**config.mk**
```make
export PLATFORM = sky130hd
export DESIGN_NAME = equation_engine
export DESIGN_NICKNAME = d
export VERILOG_FILES = /design/src/equation_pkg.sv /design/src/equation_engine.sv /design/src/param_store.sv /design/src/result_stack.sv
export SDC_FILE = /design/constraint.sdc
export NUM_CORES = 2
export LEC_CHECK = 0
export BUFFER_PORTS_ARGS = -buffer_cell sky130_fd_sc_hd__buf_4
export CAP_MARGIN = 5
export CORE_MARGIN = 8
export CORE_UTILIZATION = 55
export CTS_BUF_LIST = sky130_fd_sc_hd__clkbuf_16
export DETAILED_ROUTE_END_ITERATION = 10
export PLACE_DENSITY = 0.81
export SLEW_MARGIN = 20
export SYNTH_ARGS = -nofsm -noshare
export SYNTH_HDL_FRONTEND = slang
export SYNTH_HIERARCHICAL = 1
export SYNTH_SLANG_ARGS = --single-unit
```
**constraint.sdc**
```tcl
create_clock -name clk -period 18.6 [get_ports clk]
set_input_delay 2.79 -clock clk [delete_from_list [all_inputs] [get_ports clk]]
set_output_delay 2.79 -clock clk [all_outputs]
set_load 0.02 [all_outputs]
```
**src/equation_pkg.sv**
```systemverilog
package equation_pkg;

  // ************************************************************
  // Sizes of the list, the stack and the slot arrays
  // ************************************************************
  localparam int LIST_DEPTH    = 256;
  localparam int LIST_AW       = 8;
  localparam int LEN_W         = 9;
  localparam int STACK_DEPTH   = 32;
  localparam int STACK_CW      = 6;
  localparam int GATE_W        = 16;
  localparam int POP_W         = 5;
  localparam int SLOT_COUNT    = 32;
  localparam int SLOT_W        = 5;
  localparam int FLAG_COUNT    = 64;
  localparam int FLAG_W        = 6;
  localparam int OPERAND_COUNT = 64;
  localparam int OPERAND_W     = 6;
  localparam int ARG_W         = 8;

  // ************************************************************
  // Limits and increments
  // ************************************************************
  localparam logic [LEN_W-1:0]    LIST_FULL    = 9'h100;
  localparam logic [LEN_W-1:0]    LEN_ONE      = 9'h001;
  localparam logic [LEN_W-1:0]    LEN_TWO      = 9'h002;
  localparam logic [LIST_AW-1:0]  ADDR_ONE     = 8'h01;
  localparam logic [LIST_AW-1:0]  ADDR_TWO     = 8'h02;
  localparam logic [STACK_CW-1:0] STACK_FULL   = 6'h20;
  localparam logic [STACK_CW-1:0] STACK_ONE    = 6'h01;
  localparam logic [POP_W-1:0]    POP_NONE     = 5'h00;
  localparam logic [POP_W-1:0]    POP_ONE      = 5'h01;
  localparam logic [POP_W-1:0]    POP_TWO      = 5'h02;
  localparam logic [ARG_W-1:0]    GATE_MIN     = 8'h02;
  localparam logic [ARG_W-1:0]    GATE_MAX     = 8'h10;
  localparam logic [ARG_W-1:0]    FLAG_FIRST   = 8'h01;
  localparam logic [ARG_W-1:0]    FLAG_LAST    = 8'h40;
  localparam logic [ARG_W-1:0]    SLOT_LAST    = 8'h1f;
  localparam logic [ARG_W-1:0]    OPERAND_LAST = 8'h3f;

  // ************************************************************
  // Entry format and command types
  // ************************************************************
  typedef enum logic [3:0] {
    OP_END, OP_INPUT, OP_FLAG, OP_TIMER_OUT, OP_NOT, OP_OR, OP_AND, OP_NOR,
    OP_NAND, OP_XOR, OP_LATCH, OP_RISE, OP_FALL, OP_BOTH, OP_TIMER, OP_ASSIGN
  } op_t;

  typedef struct packed {
    op_t              op;
    logic [ARG_W-1:0] arg;
  } entry_t;

  typedef enum logic {EDIT_INSERT, EDIT_DELETE} edit_cmd_t;

  typedef struct packed {
    logic               valid;
    edit_cmd_t          cmd;
    logic [LIST_AW-1:0] pos;
    entry_t             entry;
  } edit_req_t;

  typedef struct packed {
    logic             clear;
    logic             en;
    logic [POP_W-1:0] pop;
    logic             bit_in;
  } stack_ctl_t;

  typedef enum logic [2:0] {
    ST_IDLE, ST_MOVE_UP, ST_PLACE, ST_MOVE_DN, ST_SHRINK, ST_COMPILE, ST_CHECK, ST_EVAL
  } eng_state_t;

  typedef struct packed {
    eng_state_t            state;
    logic [LEN_W-1:0]      len;
    logic [LEN_W-1:0]      pc;
    logic [LIST_AW-1:0]    cur;
    logic [LIST_AW-1:0]    pos;
    entry_t                entry;
    logic [FLAG_COUNT-1:0] flags;
    logic [SLOT_COUNT-1:0] latch;
    logic [SLOT_COUNT-1:0] shot_prev;
    logic [SLOT_COUNT-1:0] timer;
    logic [SLOT_COUNT-1:0] seen_tmr;
    logic [FLAG_COUNT-1:0] seen_flag;
    logic [STACK_CW-1:0]   chk_depth;
    logic                  syntax_error;
    logic                  pass_pending;
    logic                  pass_done;
    logic                  busy;
  } engine_state_t;

  // Number of results an entry takes from the stack
  function automatic logic [POP_W-1:0] pops_of(entry_t e);
    unique case (e.op)
      OP_OR, OP_AND, OP_NOR, OP_NAND: return e.arg[POP_W-1:0];
      OP_XOR, OP_LATCH:                return POP_TWO;
      OP_NOT, OP_RISE, OP_FALL, OP_BOTH, OP_TIMER, OP_ASSIGN: return POP_ONE;
      default:                         return POP_NONE;
    endcase
  endfunction

  // Range check of an entry's argument
  function automatic logic arg_ok(entry_t e);
    unique case (e.op)
      OP_INPUT:                       return e.arg <= OPERAND_LAST;
      OP_FLAG, OP_ASSIGN:             return (e.arg >= FLAG_FIRST) && (e.arg <= FLAG_LAST);
      OP_OR, OP_AND, OP_NOR, OP_NAND: return (e.arg >= GATE_MIN) && (e.arg <= GATE_MAX);
      OP_TIMER_OUT, OP_LATCH, OP_RISE, OP_FALL, OP_BOTH, OP_TIMER: return e.arg <= SLOT_LAST;
      default:                        return 1'b1;
    endcase
  endfunction

endpackage

```
**src/equation_engine.sv**
```systemverilog
`timescale 1ns/1ps
// Operation
// Insert or delete entry anywhere in list
// Stop evaluation at first end marker
// Rising one-shot fires on false to true
// Falling one-shot fires on true to false
// Dual one-shot fires on any change
// One-shot output true for one pass
// 32 one-shots, each keeps previous input
// Inverter complements the single preceding result
// OR/AND/NOR/NAND take 2 to 16 inputs
// Exclusive-OR takes exactly two inputs
// NOR all false, NAND any false, XOR one
// Latch is reset dominant, else holds
// Latch reset is preceding, set before that
// 32 timers started by preceding result
// Assignment copies result into flag 1-64
// Operands placed before their consuming operator
// Each operator yields one result
// Assignment ends the current equation
// Duplicate timer or assignment is syntax error
// Entries evaluated strictly in stored order
// Latches cleared at power up
// Any new setting recompiles and clears latches
// Intermediate results kept on a stack
module equation_engine (
  // Clock and reset
  input  wire logic                                   clk,
  input  wire logic                                   resetn,
  // Pass timing
  input  wire logic                                   pass_tick,
  // List editing
  input  wire equation_pkg::edit_req_t                edit_req,
  // Operand sources
  input  wire logic [equation_pkg::OPERAND_COUNT-1:0] operand_in,
  // Results
  output logic [equation_pkg::FLAG_COUNT-1:0]         soft_output_flag,
  output logic [equation_pkg::SLOT_COUNT-1:0]         timer_out,
  // Status
  output logic                                        pass_done,
  output logic                                        busy,
  output logic                                        syntax_error,
  output logic [equation_pkg::LEN_W-1:0]              list_len
);

  // ************************************************************
  // State and working signals
  // ************************************************************
  equation_pkg::engine_state_t        st;
  equation_pkg::engine_state_t        next_st;
  equation_pkg::entry_t               rd_data;
  equation_pkg::entry_t               mem_wd;
  equation_pkg::entry_t               e;
  equation_pkg::stack_ctl_t           stk;
  logic [equation_pkg::LIST_AW-1:0]   mem_ra;
  logic [equation_pkg::LIST_AW-1:0]   mem_wa;
  logic                               mem_we;
  logic [equation_pkg::GATE_W-1:0]    top;
  logic [equation_pkg::GATE_W-1:0]    mask;
  logic [equation_pkg::POP_W-1:0]     n;
  logic [equation_pkg::SLOT_W-1:0]    sidx;
  logic [equation_pkg::FLAG_W-1:0]    fidx;
  logic                               res;
  logic                               bad;
  logic                               at_end;

  // Gate result over the inputs selected by mask
  function automatic logic gate_eval(equation_pkg::op_t op,
                                     logic [equation_pkg::GATE_W-1:0] m,
                                     logic [equation_pkg::GATE_W-1:0] t);
    logic any_true;
    logic all_true;
    any_true = |(t & m);
    all_true = &(t | ~m);
    unique case (op)
      equation_pkg::OP_OR:   return any_true;
      equation_pkg::OP_AND:  return all_true;
      equation_pkg::OP_NOR:  return ~any_true;
      equation_pkg::OP_NAND: return ~all_true;
      default:               return 1'b0;
    endcase
  endfunction

  // ************************************************************
  // Submodules
  // ************************************************************
  param_store u_store (
    .clk     (clk),
    .rd_addr (mem_ra),
    .rd_data (rd_data),
    .wr_en   (mem_we),
    .wr_addr (mem_wa),
    .wr_data (mem_wd)
  );

  result_stack u_stack (
    .clk    (clk),
    .resetn (resetn),
    .ctl    (stk),
    .top    (top)
  );

  // ************************************************************
  // Decode of the current entry
  // ************************************************************
  assign e      = rd_data;
  assign n      = equation_pkg::pops_of(e);
  assign sidx   = e.arg[equation_pkg::SLOT_W-1:0];
  assign fidx   = equation_pkg::FLAG_W'(e.arg - equation_pkg::FLAG_FIRST);
  assign at_end = (st.pc >= st.len) || (e.op == equation_pkg::OP_END);

  // Input mask for the multi-input gates
  always_comb begin
    mask = '0;
    for (int i = 0; i < equation_pkg::GATE_W; i++) begin
      mask[i] = (i < int'(n));
    end
  end

  // Static check of one entry
  always_comb begin
    bad = !equation_pkg::arg_ok(e);
    if ({1'b0, n} > st.chk_depth) begin
      bad = 1'b1;
    end
    if ((st.chk_depth == equation_pkg::STACK_FULL) && (n == equation_pkg::POP_NONE)) begin
      bad = 1'b1;
    end
    if ((e.op == equation_pkg::OP_TIMER) && st.seen_tmr[sidx]) begin
      bad = 1'b1;
    end
    if ((e.op == equation_pkg::OP_ASSIGN) && st.seen_flag[fidx]) begin
      bad = 1'b1;
    end
  end

  // ************************************************************
  // Next state
  // ************************************************************
  always_comb begin
    next_st           = st;
    next_st.pass_done = 1'b0;
    mem_we            = 1'b0;
    mem_wa            = st.cur;
    mem_wd            = rd_data;
    mem_ra            = '0;
    stk               = '0;
    res               = 1'b0;
    if (pass_tick) begin
      next_st.pass_pending = 1'b1;
    end
    unique case (st.state)
      // Accept an edit, else start a pass
      equation_pkg::ST_IDLE: begin
        if (edit_req.valid) begin
          if (edit_req.cmd == equation_pkg::EDIT_INSERT) begin
            if (st.len < equation_pkg::LIST_FULL) begin
              next_st.entry = edit_req.entry;
              if (equation_pkg::LEN_W'(edit_req.pos) >= st.len) begin
                next_st.pos   = st.len[equation_pkg::LIST_AW-1:0];
                next_st.state = equation_pkg::ST_PLACE;
              end else begin
                next_st.pos   = edit_req.pos;
                next_st.cur   = st.len[equation_pkg::LIST_AW-1:0] - equation_pkg::ADDR_ONE;
                mem_ra        = next_st.cur;
                next_st.state = equation_pkg::ST_MOVE_UP;
              end
            end
          end else if (equation_pkg::LEN_W'(edit_req.pos) < st.len) begin
            next_st.cur = edit_req.pos;
            if (equation_pkg::LEN_W'(edit_req.pos) + equation_pkg::LEN_ONE < st.len) begin
              mem_ra        = edit_req.pos + equation_pkg::ADDR_ONE;
              next_st.state = equation_pkg::ST_MOVE_DN;
            end else begin
              next_st.state = equation_pkg::ST_SHRINK;
            end
          end
        end else if (st.pass_pending && !st.syntax_error) begin
          next_st.pass_pending = pass_tick;
          next_st.pc           = '0;
          mem_ra               = '0;
          stk.clear            = 1'b1;
          next_st.state        = equation_pkg::ST_EVAL;
        end
      end
      // Open a gap: move one entry up
      equation_pkg::ST_MOVE_UP: begin
        mem_we = 1'b1;
        mem_wa = st.cur + equation_pkg::ADDR_ONE;
        mem_wd = rd_data;
        if (st.cur == st.pos) begin
          next_st.state = equation_pkg::ST_PLACE;
        end else begin
          next_st.cur = st.cur - equation_pkg::ADDR_ONE;
          mem_ra      = next_st.cur;
        end
      end
      // Write the new entry into the gap
      equation_pkg::ST_PLACE: begin
        mem_we        = 1'b1;
        mem_wa        = st.pos;
        mem_wd        = st.entry;
        next_st.len   = st.len + equation_pkg::LEN_ONE;
        next_st.state = equation_pkg::ST_COMPILE;
      end
      // Close a gap: move one entry down
      equation_pkg::ST_MOVE_DN: begin
        mem_we      = 1'b1;
        mem_wa      = st.cur;
        mem_wd      = rd_data;
        next_st.cur = st.cur + equation_pkg::ADDR_ONE;
        if (equation_pkg::LEN_W'(st.cur) + equation_pkg::LEN_TWO < st.len) begin
          mem_ra = st.cur + equation_pkg::ADDR_TWO;
        end else begin
          next_st.state = equation_pkg::ST_SHRINK;
        end
      end
      // Drop the last entry
      equation_pkg::ST_SHRINK: begin
        next_st.len   = st.len - equation_pkg::LEN_ONE;
        next_st.state = equation_pkg::ST_COMPILE;
      end
      // Recompile: clear latches, one-shots, timers, flags, check state and stack (not pass_pending or len) and scan the list
      equation_pkg::ST_COMPILE: begin
        next_st.latch        = '0;
        next_st.shot_prev    = '0;
        next_st.timer        = '0;
        next_st.flags        = '0;
        next_st.seen_tmr     = '0;
        next_st.seen_flag    = '0;
        next_st.chk_depth    = '0;
        next_st.syntax_error = 1'b0;
        next_st.pc           = '0;
        mem_ra               = '0;
        stk.clear            = 1'b1;
        next_st.state        = equation_pkg::ST_CHECK;
      end
      // One entry per cycle of the syntax scan
      equation_pkg::ST_CHECK: begin
        if (at_end) begin
          next_st.state = equation_pkg::ST_IDLE;
        end else if (bad) begin
          next_st.syntax_error = 1'b1;
          next_st.state        = equation_pkg::ST_IDLE;
        end else begin
          if (e.op == equation_pkg::OP_TIMER) begin
            next_st.seen_tmr[sidx] = 1'b1;
          end
          if (e.op == equation_pkg::OP_ASSIGN) begin
            next_st.seen_flag[fidx] = 1'b1;
            next_st.chk_depth       = '0;
          end else begin
            next_st.chk_depth = st.chk_depth - equation_pkg::STACK_CW'(n)
                              + equation_pkg::STACK_ONE;
          end
          next_st.pc = st.pc + equation_pkg::LEN_ONE;
          mem_ra     = equation_pkg::LIST_AW'(next_st.pc);
        end
      end
      // One entry per cycle of an evaluation pass
      equation_pkg::ST_EVAL: begin
        if (at_end) begin
          next_st.pass_done = 1'b1;
          stk.clear         = 1'b1;
          next_st.state     = equation_pkg::ST_IDLE;
        end else begin
          unique case (e.op)
            equation_pkg::OP_INPUT: begin
              res = operand_in[e.arg[equation_pkg::OPERAND_W-1:0]];
            end
            equation_pkg::OP_FLAG: begin
              res = st.flags[fidx];
            end
            equation_pkg::OP_TIMER_OUT: begin
              res = st.timer[sidx];
            end
            equation_pkg::OP_NOT: begin
              res = ~top[0];
            end
            equation_pkg::OP_OR, equation_pkg::OP_AND, equation_pkg::OP_NOR,
            equation_pkg::OP_NAND: begin
              res = gate_eval(e.op, mask, top);
            end
            equation_pkg::OP_XOR: begin
              res = top[0] ^ top[1];
            end
            equation_pkg::OP_LATCH: begin
              if (top[0]) begin
                res = 1'b0;
              end else if (top[1]) begin
                res = 1'b1;
              end else begin
                res = st.latch[sidx];
              end
              next_st.latch[sidx] = res;
            end
            equation_pkg::OP_RISE: begin
              res                     = top[0] & ~st.shot_prev[sidx];
              next_st.shot_prev[sidx] = top[0];
            end
            equation_pkg::OP_FALL: begin
              res                     = ~top[0] & st.shot_prev[sidx];
              next_st.shot_prev[sidx] = top[0];
            end
            equation_pkg::OP_BOTH: begin
              res                     = top[0] ^ st.shot_prev[sidx];
              next_st.shot_prev[sidx] = top[0];
            end
            equation_pkg::OP_TIMER: begin
              res                 = top[0];
              next_st.timer[sidx] = top[0];
            end
            equation_pkg::OP_ASSIGN: begin
              next_st.flags[fidx] = top[0];
            end
            equation_pkg::OP_END: begin
              res = 1'b0;
            end
          endcase
          if (e.op == equation_pkg::OP_ASSIGN) begin
            stk.clear = 1'b1;
          end else begin
            stk.en     = 1'b1;
            stk.pop    = n;
            stk.bit_in = res;
          end
          next_st.pc = st.pc + equation_pkg::LEN_ONE;
          mem_ra     = equation_pkg::LIST_AW'(next_st.pc);
        end
      end
    endcase
    next_st.busy = (next_st.state != equation_pkg::ST_IDLE);
  end

  // ************************************************************
  // State register
  // ************************************************************
  always_ff @(posedge clk) begin
    if (!resetn) begin
      st <= '0;
    end else begin
      st <= next_st;
    end
  end

  // Outputs straight from the state register
  assign soft_output_flag = st.flags;
  assign timer_out        = st.timer;
  assign pass_done        = st.pass_done;
  assign busy             = st.busy;
  assign syntax_error     = st.syntax_error;
  assign list_len         = st.len;

endmodule

```
**src/param_store.sv**
```systemverilog
`timescale 1ns/1ps
module param_store (
  // Clock
  input  wire logic                          clk,
  // Read port
  input  wire logic [equation_pkg::LIST_AW-1:0] rd_addr,
  output equation_pkg::entry_t               rd_data,
  // Write port
  input  wire logic                          wr_en,
  input  wire logic [equation_pkg::LIST_AW-1:0] wr_addr,
  input  wire equation_pkg::entry_t          wr_data
);

  // ************************************************************
  // Storage
  // ************************************************************
  equation_pkg::entry_t mem [equation_pkg::LIST_DEPTH];

  // Write, and registered read of the old contents
  always_ff @(posedge clk) begin
    if (wr_en) begin
      mem[wr_addr] <= wr_data;
    end
    rd_data <= mem[rd_addr];
  end

endmodule

```
**src/result_stack.sv**
```systemverilog
`timescale 1ns/1ps
module result_stack (
  // Clock and reset
  input  wire logic                            clk,
  input  wire logic                            resetn,
  // Control
  input  wire equation_pkg::stack_ctl_t        ctl,
  // Top entries, index 0 is the newest
  output logic [equation_pkg::GATE_W-1:0]      top
);

  // ************************************************************
  // Stack held as a shift vector
  // ************************************************************
  logic [equation_pkg::STACK_DEPTH-1:0] st;
  logic [equation_pkg::STACK_DEPTH-1:0] next_st;

  // Pop the input count, then push one result
  always_comb begin
    next_st = st;
    if (ctl.clear) begin
      next_st = '0;
    end else if (ctl.en) begin
      next_st = ((st >> ctl.pop) << 1) | equation_pkg::STACK_DEPTH'(ctl.bit_in);
    end
  end

  // Register
  always_ff @(posedge clk) begin
    if (!resetn) begin
      st <= '0;
    end else begin
      st <= next_st;
    end
  end

  assign top = st[equation_pkg::GATE_W-1:0];

endmodule

```
* Word level (Yosys, flattened, before mapping)
Memories as Yosys holds them, arrays and structs flattened. A register that Yosys moved wholly into a read port is not among the register bits. Index checks and enable logic that the tools add are counted.
Cells by class: add/sub/neg operators 13, $mul 0, div/mod/pow operators 0, order comparisons 34, equality and inequality tests 41, shifts and indexed selects 1, mux-type cells 107, bitwise operators 16, reductions and logical operators 43
Operator list (number):
- 160-bit one-hot mux with 2 select lines | 1
- 103-bit one-hot mux with 2 select lines | 1
- 160-bit 2-to-1 mux | 1
- 32-bit 2-to-1 mux | 4
- 64-bit 2-to-1 mux | 2
- 8-bit 2-to-1 mux | 16
- 103-bit 2-to-1 mux | 1
- 102-bit 2-to-1 mux | 1
- 32-bit bitwise mux | 3
- 64-bit bitwise mux | 1
- 64-bit OR | 1
- 28-bit 2-to-1 mux | 2
- 9-bit 2-to-1 mux | 5
- 4-bit by 5-bit < comparator with 1-bit output, first input constant | 8
- 8-bit one-hot mux with 5 select lines | 1
- 9-bit one-hot mux with 4 select lines | 1
- 3-bit 2-to-1 mux | 11
- 4-bit == test, second input constant | 8
- 32-bit by 1-bit OR with 32-bit output | 1
- 32-bit OR | 1
- 32-bit by 5-bit >> shifter with 31-bit output | 1
- 1-bit 2-to-1 mux | 31
- 2-bit inequality test, second input constant | 13
- 8-bit one-hot mux with 3 select lines | 1
- other kinds (79) | 139
Storage, ports and cells: flip-flop bits (word level) 347, latch bits 0, bits in writable memories 3072, ROM bits 0, input bits 89, output and inout bits 108, memories kept 1
Memories:
- u_store.mem | words 256, bits a word 12, read ports 1, clocked after Yosys merged registers in 1, wr ports 1, RTL line param_store.sv:17 | equation_pkg::entry_t mem [equation_pkg::LIST_DEPTH];

* Longest topological paths before layout
depth in word-level cells 15, depth in mapped cells 29, gate-level depth less buffers 20

* By module
Netlist, hierarchy kept.
By module, submodules not included:
- param_store | times used 1, cells an instance 5506, area each 118632.5 um2
- equation_engine | times used 1, cells an instance 2551, area each 20174.3 um2
- result_stack | times used 1, cells an instance 311, area each 2745.1 um2

* Worst setup path after synthesis
OpenSTA, ideal clock, no wires.
path kind register to register, start register st[312] in the netlist's numbering, end memory u_store/mem[0][0] in the netlist's numbering (data pin), setup time 2.189 ns, data arrival time 11.274 ns, data required time 16.411 ns, setup slack 5.138 ns, stages on the path, launching flop included 7, cell sequence dfxtp_1 -> clkbuf_1 -> clkbuf_1 -> nor3_1 -> clkbuf_1 -> clkbuf_1 -> o21ai_0
RTL lines:
- from (decl) | RTL line equation_engine.sv:49 | equation_pkg::engine_state_t st;
- from (signal assigned) | RTL line equation_engine.sv:342 | st <= next_st;
- to (decl) | RTL line param_store.sv:17

* Worst setup path after layout
start register, netlist name u_store/rd_data[0], end register, netlist name u_store/rd_data[3]
On the way: word-level cells in the longest chain between the ends 11
RTL lines:
- parallel branches: the longest is 7 deep, another holds 6-bit by 1-bit subtractor with 6-bit output
- 1-bit 2-to-1 mux (*) | RTL line equation_engine.sv:132 | if ((e.op == equation_pkg::OP_ASSIGN) && st.seen_flag[fidx]) begin
- 8-bit 2-to-1 mux (*) | RTL line equation_engine.sv:242 | end else if (bad) begin
- 8-bit 2-to-1 mux (*) | RTL line equation_engine.sv:240 | if (at_end) begin
- 8-bit one-hot mux with 5 select lines (*) | RTL line equation_engine.sv:152 | unique case (st.state)
- named net mem_ra (one bit) | RTL line equation_engine.sv:55 | logic [equation_pkg::LIST_AW-1:0] mem_ra;
Mark *: on every way through the listed nets, which the timed path passes. The select of a mux whose other input is x is not followed. A chain may end at the register's enable or synchronous reset.

==> results.yml <==
clocking:
  clock-sinks: 3431
  cts-resized-gates: 0
  cts-buffers-inserted: 338
  worst_setup_hold_path_clk_slew_ps: 70
  clock_tree.htree_level_count: 5
  cts_root_buffer: "clkbuf_16"
  cts.repair_timing.setup_buffer_count: 0
  cts-root-to-sink-buffers: 4
  worstSkewPairLatency_ps: 900
  ctsHoldBuffers: 0
  cts_tree: "done"
global_route:
  grt_overflow_total: 0
  first_global_vias: 85260
  globalRouteTotalUtil_pct: 29.2
  pin_count_of_the_biggest_net_entering_global_routing: 198
  global_route_wire_length_before_repair_um: 590000
  antenna_found_initial: 12
yosys:
  yosysTopAreaCell: "edfxtp_1"
  fraction_of_the_yosys_area_taken_by_sequential_cells_pct: 70.2
  synth_fp_nets: 8525
  async_reset_ff_share_pct: 0
  synth_area_leaders: "edfxtp_1 65%, mux4_2 11%, dfxtp_1 5.1%, mux2i_1 2.0%, nor2_1 1.5%"
  synth-seq-cells: 3431
  postSynthAreaPerCell_sq_um: 16.9
  postSynthCellCount: 8368
  yosys.area.top_type_share_pct: 65.2
  synth_top_flop_cell: "edfxtp_1"
  synth.distinct_cells: 103
  synth_warnings: 6
  post_synth_instance_area_sq_mm: 0.142
  number_of_enable_flip_flop_cells_after_synthesis: 3072
flow_run:
  drv_cap: 0
placed_design:
  gp_routability_congestion: 0.933
  io_buffers: 196
  dpl-instance-area_sq_mm: 0.146
  post-dp-hpwl_um: 237000
timing:
  setup-violations-final: 0
  setup_tns_ps: 0
  worst-slew-pin-transition_ps: 1280
  layout_worst_path_cycle_share_pct: 55.5
  max_clock_freq_ghz: 0.0969
  slew_violations: 0
  final_hold_viol_count: 0
  clock_skew_ps: 95.5
  unrepaired_setup_endpoints_after_global_routing: "no"
  timing.max_slew.rel_slack_pct: 13.7
  fin_crit_ps: 10320
worst_hold_path:
  min_path_type: "reg -> reg"
detailed_routing:
  drt_iter0_drc: 14635
  route.vias.total: 85896
  residual_antenna_violating_net_count_after_detailed_routing: 0
  remaining_drc_errors: 0
  drt-vias-per-instance: 7.06
  dr.pass1.iters: 9
  finalWirelength_um: 412000
  routedWlPerCell_um: 33.9
power_and_ir_drop:
  total_power_uw: 27400
  power.static_leakage_uw: 0.0497
  power.density_mw_per_mm2: 174
  worst_vdd_rail_ir_drop_v: 0.000156
floorplan:
  die_height_um: 523
  die_x_um: 523
  initial_utilization_pct: 55.2
  core_area_sq_mm: 0.256
  design.die.area_sq_mm: 0.274
  standard_cell_row_count: 186
  io_pins: 197
setup_path:
  worst_setup_path_start_kind: "register"
  required_time_of_the_critical_path_ps: 19320
  crit_path_top_delay_cell: "nor4_1"
  path_type_of_the_worst_setup_path: "reg -> reg"
  delay_heaviest_family_cp: "buffers and inverters"
  cp_slowest_stage_delay_ps: 970
  critical_path_cell_list: "inv_1, ha_1, xor2_4, buf_4, mux4_2, mux2_2, a221oi_1, nor4_1, a21oi_4, o21ai_2, o21ai_4, buf_12, buf_12, buf_4, mux4_2, a22oi_1, a21oi_1, nor4_1, nor4_1"
  setup.worst_path.end_class: "register"
  worstPathMaxFanout: 106
  cp.buffers_inverters: 5
  critical_path_arrival_ps: 11040
  crit_top_cell: "nor4_1"
layout:
  final_design_area_no_fill_sq_mm: 0.157
  post_route_cells_drive_above_1_share_pct: 22.4
  post-route-util_pct: 61.3
  finish.net_count: 8669
  area_growth_pct: 11.1
status:
  run_status: "finished clean"
[flip-flops by register name (all words and copies together) (netlist names)]
name,flops
busy,1
list_len,9
pass_done,1
soft_output_flag,64
st,207
syntax_error,1
timer_out,32
u_stack/st,32
u_store/mem,3072
u_store/rd_data,12
[placed cells by master (no fill, tap or decap), drive strengths merged, types with 69 or more instances in the layout]
| cell type | netlist | layout |
|---|---|---|
| o21ai | 418 | 418 |
| clkbuf | 300 | 345 |
| dfxtp | 359 | 359 |
| and2 | 123 | 123 |
| a22oi | 233 | 233 |
| mux2i | 288 | 288 |
| clkinv | 3 | 136 |
| a22o | 71 | 71 |
| inv | 59 | 135 |
| nand2 | 407 | 407 |
| nand3 | 99 | 99 |
| buf | 369 | 473 |
| edfxtp | 3072 | 3072 |
| o221ai | 69 | 69 |
| a21oi | 268 | 268 |
| o22ai | 107 | 107 |
| mux4 | 709 | 709 |
| nor2 | 553 | 553 |
[final timing paths]
kind / from / to / slack [ps] / cells after the start
worst max-delay path: u_store/rd_data[0] / u_store/rd_data[3] / 8280 / 19
worst min-delay path: st[86] / st[86] / 450 / 2
worst max register to register: u_store/rd_data[0] / u_store/rd_data[3] / 8280 / 19
worst min register to register: st[86] / st[86] / 450 / 2
[tightest hold or removal path, delay by kind of cell (launching register included)]
kind	cells	cell delay [ps]
compound gates	1	50
flops	1	310
simple gates	1	50
[synth_stat cells (61+ instances only)]
master,count
o21ai_0,377
nor2b_1,64
o221ai_1,67
nand3_1,98
buf_4,167
o22ai_1,107
clkbuf_1,300
and2_1,122
mux2i_1,288
a22o_1,71
buf_2,95
a21oi_1,267
edfxtp_1,3072
nor3_1,61
dfxtp_1,359
nand2_1,407
mux4_2,705
a22oi_1,233
nor2_1,552
ha_1,66
[area by class of cell]
type,count,area (sq um)
repair buffers,473,3710
clock buffers,345,8630
well taps,3384,4230
inverters,62,233
fillers,16995,99300
clock inverters,256,2240
diodes,6,15.0
flip-flops and latches,3431,99400
multi-input cells,4206,38700
[cell families (layout without fill, tap and decap cells)]
group	after synthesis	in the layout	share of synthesized area, %
compound gates	1493	1493	6.95
xor+xnor	56	56	0.352
fa+ha+maj	68	68	0.612
buf+inv	731	1136	2.97
flops	3431	3431	70.2
mux	1064	1064	13.9
other cells	0	6	0
simple gates	1525	1525	5.01
[metal layers]
layer  track usage (%)  vias to the layer above  share of wire [%]
met4              16.6                       10                7.1
met2              46.2                     7719                 46
met1              36.4                    42831                 33
met5                 0                        -              0.018
li1                  -                    33731                  -
met3              8.32                     1605                 14
[report_power, final]
group	internal (uW)	switching (uW)	total [uW]
Clock	3850	2950	6800
Combinational	3250	7350	10600
Sequential	9850	128	9970
[metrics by stage]
| step | hold WS, ps | std cells | setup WS [ps] |
|---|---|---|---|
| finish | 449 | 12163 | 8280 |
| global route | 468 | 12158 | 7860 |
| CTS | 451 | 12156 | 8330 |
| detailed placement | 443 | 11555 | 7660 |
| global placement | 433 | 11547 | 7320 |
| floorplan | 422 | 8368 | 5140 |
Power figures use the tool's default switching activity.
